`src/exec_pkg.sv`:
```
// package: opcode patterns, field positions, widths and states of the execution block
package exec_pkg;
  // word and field widths
  localparam int unsigned INSTR_W = 14;
  localparam int unsigned DATA_W = 8;
  localparam int unsigned ADDR_W = 7;
  localparam int unsigned PC_W = 13;
  localparam int unsigned LIT_W = 11;
  localparam int unsigned LATCH_W = 8;
  // field positions inside the instruction word
  localparam int unsigned DEST_BIT = 7;
  localparam int unsigned OP6_HI = 13;
  localparam int unsigned OP6_LO = 8;
  localparam int unsigned OP3_LO = 11;
  // upper latch bits copied into pc bits 12:11
  localparam int unsigned LATCH_HI = 4;
  localparam int unsigned LATCH_LO = 3;
  // opcode patterns
  localparam logic [5:0] OP_DEC_SKIP = 6'h0B;
  localparam logic [5:0] OP_INC = 6'h0A;
  localparam logic [2:0] OP_JUMP = 3'h5;
  // register reset values and one-step constants
  localparam logic [DATA_W-1:0] ACC_RESET = 8'h00;
  localparam logic [PC_W-1:0] PC_RESET = 13'h0000;
  localparam logic [DATA_W-1:0] ONE = 8'h01;
  localparam logic [PC_W-1:0] PC_STEP = 13'h0001;
  // decoded kind of an instruction word
  typedef enum logic [1:0] {
    KIND_OTHER = 2'h0,
    KIND_DEC = 2'h1,
    KIND_INC = 2'h2,
    KIND_JUMP = 2'h3
  } kind_t;
  // control states, gray along idle -> exec -> flush
  typedef enum logic [1:0] {
    ST_IDLE = 2'h0,
    ST_EXEC = 2'h1,
    ST_FLUSH = 2'h3
  } state_t;
endpackage

```
`src/file_reg_if.sv`:
```
// interface: access port between the execution core and the file register array
`timescale 1ns/1ns
interface file_reg_if;
  logic [exec_pkg::ADDR_W-1:0] addr; // read and write address
  logic [exec_pkg::DATA_W-1:0] wdata; // write data
  logic we; // write strobe
  logic [exec_pkg::DATA_W-1:0] rdata; // registered read data
  modport core (output addr, output wdata, output we, input rdata);
  modport mem (input addr, input wdata, input we, output rdata);
endinterface

```
`src/file_reg_array.sv`:
```
// memory: 128 by 8 file register array with registered read data
`timescale 1ns/1ns
module file_reg_array (
  // clock
  input wire logic ref_clk,
  // access port
  file_reg_if.mem port
);
  // storage, deliberately without reset so it maps onto ram
  logic [exec_pkg::DATA_W-1:0] cells [0:(1<<exec_pkg::ADDR_W)-1];

  // write and read share one address; read shows the old contents
  always_ff @(posedge ref_clk) begin
    if (port.we) begin
      cells[port.addr] <= port.wdata;
    end
    port.rdata <= cells[port.addr];
  end
endmodule

```
`src/exec_unit.sv`:
```
// execution unit for decrement-skip, increment and jump instructions
// Behaviour
// (RULE1) decrement-skip reads file reg 0..127, subtracts one
// (RULE2) destination bit 0 to accumulator, 1 to file
// (RULE3) decode decrement-skip, test zero, keep flags
// (RULE4) zero result discards the already fetched instruction
// (RULE5) skip runs a no-op: two cycles else one
// (RULE6) increment adds one, updates zero flag, no skip
// (RULE7) jump is unconditional and keeps all flags
// (RULE8) jump loads 11-bit literal into pc 10:0
// (RULE9) jump copies latch bits 4:3 into pc 12:11
// (RULE10) jump takes two cycles, discards sequential fetch
// (RULE11) results wrap modulo 256
`timescale 1ns/1ns
module exec_unit (
  // clock and reset
  input wire logic ref_clk,
  input wire logic resetn,
  // instruction stream from fetch
  input wire logic [exec_pkg::INSTR_W-1:0] instr,
  input wire logic instr_valid,
  output logic instr_ready,
  // upper program-counter latch
  input wire logic [exec_pkg::LATCH_W-1:0] upper_pc_latch,
  // file register preload port
  input wire logic [exec_pkg::ADDR_W-1:0] preload_addr,
  input wire logic [exec_pkg::DATA_W-1:0] preload_data,
  input wire logic preload_valid,
  output logic preload_ready,
  // architectural state
  output logic [exec_pkg::PC_W-1:0] pc,
  output logic [exec_pkg::DATA_W-1:0] acc,
  output logic zero_flag,
  // per-instruction results
  output logic [exec_pkg::DATA_W-1:0] result_data,
  output logic result_valid,
  output logic result_to_file,
  output logic discard
);

  // classify an instruction word; only the kind of an accepted word is used
  function automatic exec_pkg::kind_t kind_of(input logic [exec_pkg::INSTR_W-1:0] w);
    exec_pkg::kind_t k;
    k = exec_pkg::KIND_OTHER;
    if (w[exec_pkg::OP6_HI:exec_pkg::OP6_LO] == exec_pkg::OP_DEC_SKIP) begin
      k = exec_pkg::KIND_DEC;
    end else if (w[exec_pkg::OP6_HI:exec_pkg::OP6_LO] == exec_pkg::OP_INC) begin
      k = exec_pkg::KIND_INC;
    end else if (w[exec_pkg::OP6_HI:exec_pkg::OP3_LO] == exec_pkg::OP_JUMP) begin
      k = exec_pkg::KIND_JUMP;
    end
    return k;
  endfunction

  // file register access channel
  file_reg_if fr ();

  // file register array
  file_reg_array u_regs (
    .ref_clk(ref_clk),
    .port(fr.mem)
  );

  // control state
  exec_pkg::state_t state; // current phase
  exec_pkg::state_t next_state;
  logic op_dec; // latched: instruction in exec is decrement-skip
  logic next_op_dec;
  logic op_dest; // latched destination bit
  logic next_op_dest;
  logic [exec_pkg::ADDR_W-1:0] op_addr; // latched file address
  logic [exec_pkg::ADDR_W-1:0] next_op_addr;
  logic flush_jump; // flush belongs to a jump, so pc must not advance
  logic next_flush_jump;
  // architectural state next values
  logic [exec_pkg::PC_W-1:0] next_pc;
  logic [exec_pkg::DATA_W-1:0] next_acc;
  logic next_zero_flag;
  logic [exec_pkg::DATA_W-1:0] next_result_data;
  logic next_result_valid;
  logic next_result_to_file;
  // combinational helpers
  exec_pkg::kind_t in_kind; // kind of the word now offered
  logic [exec_pkg::DATA_W-1:0] alu_out; // wrapped increment or decrement
  logic take; // instruction accepted this cycle

  // one word per cycle may be taken outside exec; exec must finish the file access
  assign instr_ready = (state != exec_pkg::ST_EXEC);
  assign take = instr_ready && instr_valid;
  assign in_kind = kind_of(instr);
  // the fetched word is dropped whenever it arrives during a flush
  assign discard = (state == exec_pkg::ST_FLUSH) && instr_valid; // RULE4
  // preload may not collide with a write back from exec
  assign preload_ready = (state != exec_pkg::ST_EXEC);

  // modulo-256 arithmetic on the value read from the file
  always_comb begin
    if (op_dec) begin
      alu_out = 8'(fr.rdata - exec_pkg::ONE); // RULE1 RULE11
    end else begin
      alu_out = 8'(fr.rdata + exec_pkg::ONE); // RULE11
    end
  end

  // file register port: read address during accept, write back in exec
  always_comb begin
    fr.addr = preload_addr;
    fr.wdata = preload_data;
    fr.we = 1'b0;
    if (state == exec_pkg::ST_EXEC) begin
      // the latched operand address is both read source and write target
      fr.addr = op_addr;
      fr.wdata = alu_out;
      fr.we = op_dest; // RULE2
    end else if (take) begin
      // start the read now so data arrive exactly when exec begins
      fr.addr = instr[exec_pkg::ADDR_W-1:0]; // RULE1
    end else if (preload_valid) begin
      // preload only uses idle or flush cycles with no instruction offered
      fr.we = 1'b1;
    end
  end

  // next state and datapath values
  always_comb begin
    next_state = state;
    next_op_dec = op_dec;
    next_op_dest = op_dest;
    next_op_addr = op_addr;
    next_flush_jump = flush_jump;
    next_pc = pc;
    next_acc = acc;
    next_zero_flag = zero_flag;
    next_result_data = result_data;
    next_result_valid = 1'b0;
    next_result_to_file = result_to_file;
    case (state)
      exec_pkg::ST_IDLE: begin
        if (take) begin
          // every accepted word except a jump moves the fetch address on by one
          next_pc = pc + exec_pkg::PC_STEP;
          case (in_kind)
            exec_pkg::KIND_DEC, exec_pkg::KIND_INC: begin
              // operand read already issued; latch what exec needs
              next_op_dec = (in_kind == exec_pkg::KIND_DEC); // RULE3
              next_op_dest = instr[exec_pkg::DEST_BIT];
              next_op_addr = instr[exec_pkg::ADDR_W-1:0];
              next_state = exec_pkg::ST_EXEC;
            end
            exec_pkg::KIND_JUMP: begin
              // new pc from the latch and the literal, flags untouched
              next_pc = {upper_pc_latch[exec_pkg::LATCH_HI:exec_pkg::LATCH_LO],
                         instr[exec_pkg::LIT_W-1:0]}; // RULE7 RULE8 RULE9
              next_flush_jump = 1'b1;
              next_state = exec_pkg::ST_FLUSH; // RULE10
            end
            default: begin
              // other instructions belong to other units
              next_state = exec_pkg::ST_IDLE;
            end
          endcase
        end
      end
      exec_pkg::ST_EXEC: begin
        // write the result to the chosen destination
        next_result_data = alu_out;
        next_result_valid = 1'b1;
        next_result_to_file = op_dest;
        if (!op_dest) begin
          next_acc = alu_out; // RULE2
        end
        if (op_dec) begin
          // decrement-skip leaves the zero flag alone
          if (alu_out == 8'h00) begin
            next_flush_jump = 1'b0;
            next_state = exec_pkg::ST_FLUSH; // RULE4 RULE5
          end else begin
            next_state = exec_pkg::ST_IDLE; // RULE5
          end
        end else begin
          // increment never skips
          next_zero_flag = (alu_out == 8'h00); // RULE6
          next_state = exec_pkg::ST_IDLE; // RULE6
        end
      end
      exec_pkg::ST_FLUSH: begin
        // the fetched word runs as a no-op and is dropped
        if (instr_valid) begin
          if (!flush_jump) begin
            // skipped word was at pc; continue after it
            next_pc = pc + exec_pkg::PC_STEP; // RULE4
          end
          // a jump keeps its target; the dropped word was sequential
          next_flush_jump = 1'b0;
          next_state = exec_pkg::ST_IDLE; // RULE10
        end
      end
      default: begin
        next_state = exec_pkg::ST_IDLE;
      end
    endcase
  end

  // register all state; synchronous active-low reset
  always_ff @(posedge ref_clk) begin
    if (!resetn) begin
      state <= exec_pkg::ST_IDLE;
      op_dec <= 1'b0;
      op_dest <= 1'b0;
      op_addr <= '0;
      flush_jump <= 1'b0;
      pc <= exec_pkg::PC_RESET;
      acc <= exec_pkg::ACC_RESET;
      zero_flag <= 1'b0;
      result_data <= exec_pkg::ACC_RESET;
      result_valid <= 1'b0;
      result_to_file <= 1'b0;
    end else begin
      state <= next_state;
      op_dec <= next_op_dec;
      op_dest <= next_op_dest;
      op_addr <= next_op_addr;
      flush_jump <= next_flush_jump;
      pc <= next_pc;
      acc <= next_acc;
      zero_flag <= next_zero_flag;
      result_data <= next_result_data;
      result_valid <= next_result_valid;
      result_to_file <= next_result_to_file;
    end
  end
endmodule

```
`config.mk`:
```
export PLATFORM = sky130hd
export DESIGN_NAME = exec_unit
export DESIGN_NICKNAME = d
export VERILOG_FILES = /design/src/exec_pkg.sv /design/src/file_reg_if.sv /design/src/file_reg_array.sv /design/src/exec_unit.sv
export SDC_FILE = /design/constraint.sdc
export NUM_CORES = 1
export LEC_CHECK = 0
export ABC_AREA = 1
export BUFFER_PORTS_ARGS = -buffer_cell sky130_fd_sc_hd__buf_2
export CORE_MARGIN = 1.5
export CORE_UTILIZATION = 55
export DETAILED_ROUTE_END_ITERATION = 12
export PLACE_DENSITY = 0.71
export SYNTH_ARGS = -nofsm -noshare
export SYNTH_HDL_FRONTEND = slang
export SYNTH_SLANG_ARGS = --single-unit
```
`constraint.sdc`:
```
create_clock -name ref_clk -period 4.58 [get_ports ref_clk]
set_clock_uncertainty 0.2 [all_clocks]
set_input_delay 0.458 -clock ref_clk [delete_from_list [all_inputs] [get_ports ref_clk]]
set_output_delay 0.458 -clock ref_clk [all_outputs]
set_load 0.1 [all_outputs]
```
After elaboration in Yosys (flattened, before gate mapping)
Memory sizes are Yosys's and may differ from the RTL's. A register that Yosys moved wholly into a read port is not among the register bits.
Index checks and enable logic that the tools add are counted.
{ "op_classes": {"bitwise_logic": 2, "addsub": 3, "reduce_logical": 13, "n_eq_ne": 15, "n_mux": 30} }
{ "ops": {"columns": ["cell", "count"], "rows": [
  ["13-bit two-way mux", 4],
  ["13-bit one-hot mux with 2 select lines", 1],
  ["8-bit two-way mux", 2],
  ["2-bit two-way mux", 7],
  ["7-bit two-way mux", 2],
  ["13-bit by 1-bit adder with 13-bit output (second input constant)", 1],
  ["6-bit by 4-bit == test with 1-bit output (second input constant)", 2],
  ["1-bit two-way mux", 11],
  ["8-bit by 1-bit adder with 8-bit output (second input constant)", 1],
  ["8-bit logical NOT", 1],
  ["2-bit != test (second input constant)", 4],
  ["8-bit by 1-bit subtractor with 8-bit output (second input constant)", 1],
  ["2-bit == test (second input constant)", 3],
  ["2-bit by 1-bit != test with 1-bit output (second input constant)", 3],
  ["2-bit one-hot mux with 3 select lines", 1],
  ["2-bit AND reduction", 3],
  ["6-bit AND reduction", 1],
  ["2-bit by 1-bit == test with 1-bit output (second input constant)", 2],
  ["2-bit one-hot mux with 2 select lines", 1],
  ["4-bit AND reduction", 1],
  ["3-bit == test (second input constant)", 1],
  ["1-bit one-hot mux with 3 select lines", 1],
  ["3-bit AND reduction", 1],
  ["3-bit nonzero test", 1],
  ["other kinds (5)", 7]
]} }
{ "totals": {"ram_bits": 1024, "out_inout_bits": 35, "mem_count": 1, "word_cells": 75, "in_bits": 41, "reg_bits": 44} }
{ "mem_list": {"columns": ["name", "depth", "word_bits", "read_ports", "rd_clocked_by_memory_dff", "wr", "line_no", "rtl"], "rows": [
  ["u_regs.cells", 128, 8, 1, 1, 1, "file_reg_array.sv:10", "logic [exec_pkg::DATA_W-1:0] cells [0:(1<<exec_pkg::ADDR_W)-1];"]
]} }

Depth between registers and ports, before layout
{ "depth": {"depth_word": 9, "depth_mapped": 19, "depth_no_buf": 16} }

By module
From an unflattened synthesis, not the netlist that was laid out.
{ "unflattened": {"cells_unflattened": 4798, "area_unflattened_um2": 46704.8} }
{ "modules_own_cells": {"columns": ["module", "n_inst", "cells_each", "area_each_um2", "seq_area_each_um2"], "rows": [
  ["file_reg_array", 1, 4402, 43975.9, 30909.6],
  ["exec_unit", 1, 396, 2728.9, 880.8]
]} }

Least setup slack after synthesis
OpenSTA, ideal clock, no wires.
{ "synth_timing": {"path_type": "reg2reg", "start": "register state[1]", "end": "memory u_regs.cells[0][1] in the netlist's numbering, data pin", "path_stages_with_launch": 8, "path_slack_ps": 120, "arrival_time_ps": 3749, "setup_ps": 511, "path_buffers": 3, "period_less_slack_ps": 4460, "cell_sequence": "dfxtp_1 > inv_2 > nand2_2 > buf_2 > clkbuf_1 > clkbuf_1 > nand2_1 > nand2_1"} }
{ "synth_via": {"elab_chain_cells": 2} }
{ "synth_rtl": {"columns": ["item", "line_no", "rtl"], "rows": [
  ["start: declaration", "exec_unit.sv:65", "exec_pkg::state_t state;"],
  ["start signal: assignment", "exec_unit.sv:207", "state <= exec_pkg::ST_IDLE;"],
  ["start signal: assignment", "exec_unit.sv:219", "state <= next_state;"],
  ["2-bit by 1-bit == test with 1-bit output", "exec_unit.sv:110", "if (state == exec_pkg::ST_EXEC) begin"],
  ["8-bit two-way mux", "exec_unit.sv:110", null],
  ["via fr.wdata (one bit)", "file_reg_if.sv:5", "logic [exec_pkg::DATA_W-1:0] wdata;"],
  ["end: declaration", "file_reg_array.sv:10", null]
]} }
The timed path passes the listed nets, and every way through them passes these cells.

Worst setup path in the final report
{ "layout_timing": {"start": "register state[0]", "end": "register u_regs.port.rdata[7], read port of u_regs.cells"} }
{ "layout_via": {"elab_chain_cells": 4} }
{ "layout_rtl": {"columns": ["item", "line_no", "rtl"], "rows": [
  ["2-bit by 1-bit != test with 1-bit output", "exec_unit.sv:88", "assign instr_ready = (state != exec_pkg::ST_EXEC);"],
  ["1-bit logical AND", "exec_unit.sv:89", "assign take = instr_ready && instr_valid;"],
  ["7-bit two-way mux", "exec_unit.sv:115", "end else if (take) begin"],
  ["7-bit two-way mux (*)", "exec_unit.sv:110", null],
  ["end: declaration", "file_reg_if.sv:9", "modport mem (input addr, input wdata, input we, output rdata);"]
]} }
Mark *: on every way between the ends. The rest lies on a longest branch, timed or not.
A chain may end at the register's enable or synchronous reset.

==> metrics.txt <==
# TYPE chip_impl_metric gauge
chip_impl_metric{name="dr.pass1.iters",unit=""} 8
chip_impl_metric{name="vias_per_cell",unit=""} 5.48
chip_impl_metric{name="first_global_vias",unit=""} 31323
chip_impl_metric{name="crit_fanout",unit=""} 71
chip_impl_metric{name="path_clk_slew",unit="ns"} 0.06
chip_impl_metric{name="port_buffers",unit=""} 69
chip_impl_metric{name="synth_seq_area_share",unit="%"} 67.8
chip_impl_metric{name="power.static_leakage",unit="nW"} 21.8
chip_impl_metric{name="std_cell_rows",unit=""} 106
chip_impl_metric{name="crit_buf_inv",unit=""} 3
chip_impl_metric{name="power_per_cell_area",unit="mW/mm^2"} 431
chip_impl_metric{name="relSlewSlack",unit="%"} 27.5
chip_impl_info{name="worstPathCellList",value="nand2_2, buf_4, o211ai_1, nand2_4, inv_8, buf_4, nand2_1, nand2_1, nand2_1, nand2_1, nand2_1, nand2_1, nor2_1, nor2_1, nor2_1, nand2_1"} 1
chip_impl_metric{name="num-nets-final",unit=""} 4901
chip_impl_info{name="clock_tree.root_cell",value="clkbuf_16"} 1
chip_impl_metric{name="slew_viol_final",unit=""} 0
chip_impl_metric{name="die_area",unit="sq mm"} 0.0870
chip_impl_info{name="synth_area_leader_cell",value="edfxtp_1"} 1
chip_impl_metric{name="synth.lib_cells_used.distinct",unit=""} 38
chip_impl_metric{name="max_cap_viol_count",unit=""} 0
chip_impl_metric{name="clk_lat_worst_skew",unit="ns"} 0.69
chip_impl_metric{name="gp_congestion",unit=""} 0.891
chip_impl_info{name="ys_top_cells_by_count",value="nand2_1 (2771), edfxtp_1 (1024), nand3_1 (259), nor2_1 (236), buf_2 (110)"} 1
chip_impl_metric{name="synthesis_stage_register_bit_count",unit=""} 1076
chip_impl_metric{name="core_area",unit="sq mm"} 0.0841
chip_impl_metric{name="period_minus_slack",unit="ns"} 3.80
chip_impl_metric{name="top_area_cell_type_share_of_the_netlist_area",unit="%"} 65.6
chip_impl_metric{name="grt_start_max_net_pins",unit=""} 187
chip_impl_metric{name="drt_wl_total",unit="um"} 118000
chip_impl_metric{name="grt_overflow_total",unit=""} 0
chip_impl_info{name="hold_path.class",value="reg2reg"} 1
chip_impl_metric{name="fp.dieW",unit="um"} 295
chip_impl_metric{name="starting_density",unit="%"} 55.8
chip_impl_metric{name="cts-resized-gates",unit=""} 0
chip_impl_metric{name="grt_antenna_before_repair",unit=""} 1
chip_impl_metric{name="grt_pass1_wl",unit="um"} 181000
chip_impl_metric{name="setup_total_neg_slack",unit="ns"} 0
chip_impl_metric{name="dieHeight",unit="um"} 295
chip_impl_info{name="grt_setup_unrepaired",value="false"} 1
chip_impl_metric{name="final_util",unit="%"} 62.1
chip_impl_metric{name="ys.warnings.count",unit=""} 0
chip_impl_metric{name="max_freq",unit="MHz"} 263
chip_impl_metric{name="number_of_buffers_on_the_longest_clock_path",unit=""} 3
chip_impl_metric{name="cts_sinks",unit=""} 1076
chip_impl_metric{name="cts-buffers-inserted",unit=""} 107
chip_impl_metric{name="hold_viol_final",unit=""} 0
chip_impl_info{name="critPathMostFrequentCell",value="nand2_1"} 1
chip_impl_metric{name="global_route.usage.total",unit="%"} 27.3
chip_impl_metric{name="final-setup-viol-count",unit=""} 0
chip_impl_info{name="startpoint_kind_of_the_worst_setup_timing_path",value="flop"} 1
chip_impl_metric{name="hold_ws",unit="ns"} 0.260
chip_impl_metric{name="remaining_drc_errors",unit=""} 0
chip_impl_metric{name="cp.arrival",unit="ns"} 4.22
chip_impl_metric{name="area_delta_synth_final",unit="%"} 11.3
chip_impl_info{name="end_kind",value="flop"} 1
chip_impl_metric{name="synthArstFlopShare",unit="%"} 0
chip_impl_metric{name="synth-edff-count",unit=""} 1024
chip_impl_metric{name="routedWlPerCell",unit="um"} 19.5
chip_impl_metric{name="drive_gt1_share",unit="%"} 7.07
chip_impl_metric{name="synth_nets",unit=""} 4858
chip_impl_info{name="yosys.cell_count.top_type",value="nand2_1"} 1
chip_impl_metric{name="number_of_standard_cells_after_synthesis",unit=""} 4805
chip_impl_info{name="critical-path-slowest-cell",value="buf_4"} 1
chip_impl_info{name="cp_top_family",value="simple AND/OR/NAND/NOR gates"} 1
chip_impl_metric{name="io-pin-count",unit=""} 76
chip_impl_metric{name="tightest_slew",unit="ns"} 1.09
chip_impl_metric{name="worstPathRequired",unit="ns"} 4.99
chip_impl_info{name="path_class",value="reg2reg"} 1
chip_impl_info{name="status",value="finished clean"} 1
chip_impl_metric{name="drt_iter0_markers",unit=""} 3509
chip_impl_metric{name="htreeDepth",unit=""} 3
chip_impl_metric{name="timing.final.crit_share",unit="%"} 83.0
chip_impl_info{name="synth-main-ff-cell",value="edfxtp_1"} 1
chip_impl_metric{name="critical_path.max_stage_delay",unit="ns"} 0.61
chip_impl_metric{name="detailroute.via_count",unit=""} 33272
chip_impl_metric{name="place.detailed.hpwl",unit="um"} 65400
chip_impl_metric{name="n_fill_cell",unit=""} 6680
chip_impl_metric{name="synthesis.area_per_instance",unit="sq um"} 9.76
chip_impl_info{name="tritoncts",value="done"} 1
chip_impl_metric{name="power.ir.vdd_worst",unit="uV"} 330
chip_impl_info{name="yosys-top-cells-area",value="edfxtp_1 (66%), nand2_1 (22%), nand3_1 (2.8%), dfxtp_1 (2.2%), nor2_1 (1.9%)"} 1
chip_impl_metric{name="detail-route-antenna-nets",unit=""} 0
chip_impl_metric{name="syn-cell-area",unit="sq mm"} 0.0469
what timing repair did:
action / in CTS / in global routing
buffers inserted: 0 / 0
hold buffers: 24 / 0
endpoints found under the hold margin: 24 / 0
cells by family (layout without fill, tap and decap cells):
| group | after synthesis | count (layout) | share of synthesized area (%) |
|---|---|---|---|
| AO/OA/AOI/OAI | 86 | 86 | 0.995 |
| XOR/XNOR | 12 | 12 | 0.224 |
| adder cells (fa/ha/maj) | 12 | 12 | 0.336 |
| buffers and inverters | 314 | 442 | 3.24 |
| flip-flops | 1076 | 1076 | 67.8 |
| other | 0 | 2 | 0 |
| AND/OR/NAND/NOR | 3305 | 3305 | 27.4 |
layout by cell type, fill, tap and decap left out, drive strengths merged, types with 7 or more instances in the layout:
master / instances
nand3: 262
xnor2: 7
nor3: 7
nand4: 13
bufinv: 13
nor2: 238
a21oi: 44
ha: 11
dfxtp: 52
buf: 167
edfxtp: 1024
inv: 54
o21ai: 32
nand2: 2775
dlygate4sd3: 24
clkinv: 44
clkbuf: 136
stage by stage:
step	setup slack, ns	power [W]	instances	area, sq um
2_1_floorplan	0.120	0.0130	4805	46900
3_3_place_gp	0.892	0.0138	5849	48400
3_5_place_dp	0.791	0.0138	5849	48400
4_1_cts	0.787	0.0225	6067	52200
5_1_grt	0.564	0.0232	6068	52200
6_report	0.777	0.0225	6069	52200
cell type report:
| class | count | area [sq um] | area share (%) |
|---|---|---|---|
| multi-input combinational | 3415 | 13700 | 26.2 |
| sequential | 1076 | 31800 | 60.9 |
| antenna | 2 | 5.00 | 0.00959 |
| clock buffer | 136 | 2830 | 5.42 |
| tap | 1134 | 1420 | 2.72 |
| clock inverter | 58 | 692 | 1.33 |
| timing repair buffer | 191 | 1550 | 2.96 |
| inverter | 57 | 224 | 0.429 |
worst reg2reg max path: stages, from the launching register on:
cell,delay (ns)
dfxtp_1,0.42
nand2_2,0.21
buf_4,0.29
o211ai_1,0.18
nand2_4,0.20
inv_8,0.42
buf_4,0.68
nand2_1,0.16
nand2_1,0.09
nand2_1,0.07
nand2_1,0.15
nand2_1,0.07
nand2_1,0.05
nor2_1,0.04
nor2_1,0.25
nor2_1,0.19
nand2_1,0.08
metal layers:
metal,global-route usage (%),vias up,share of wire [%]
met4,9.09,0,2.9
met2,43.3,1560,47
met5,0,-,0
li1,-,15786,-
met1,37.9,15698,40
met3,5.37,228,9.7
state kept, by name (all words and copies together), names as in the netlist:
register and cells:
op_addr 7, flush_jump 1, result_data 8, state 2, acc 8, op_dec 1
u_regs.port.rdata 8, op_dest 1, pc 13, zero_flag 1, u_regs.cells 1024, result_to_file 1
result_valid 1
worst paths after layout:
kind,start,end,slack [ns],cells past startpoint
max,state[0],u_regs.port.rdata[7],0.78,16
min,result_data[4],result_data[4],0.26,2
max reg2reg,state[0],u_regs.port.rdata[7],0.78,16
min reg2reg,result_data[4],result_data[4],0.26,2
where the power goes:
group          leakage, nW  switching, W  internal, W  total (W)
Clock                 1.70       0.00369      0.00510    0.00880
Sequential            9.64     0.0000498       0.0109     0.0110
Combinational         10.5       0.00204     0.000654    0.00270
(Power assumes the default switching activity.)
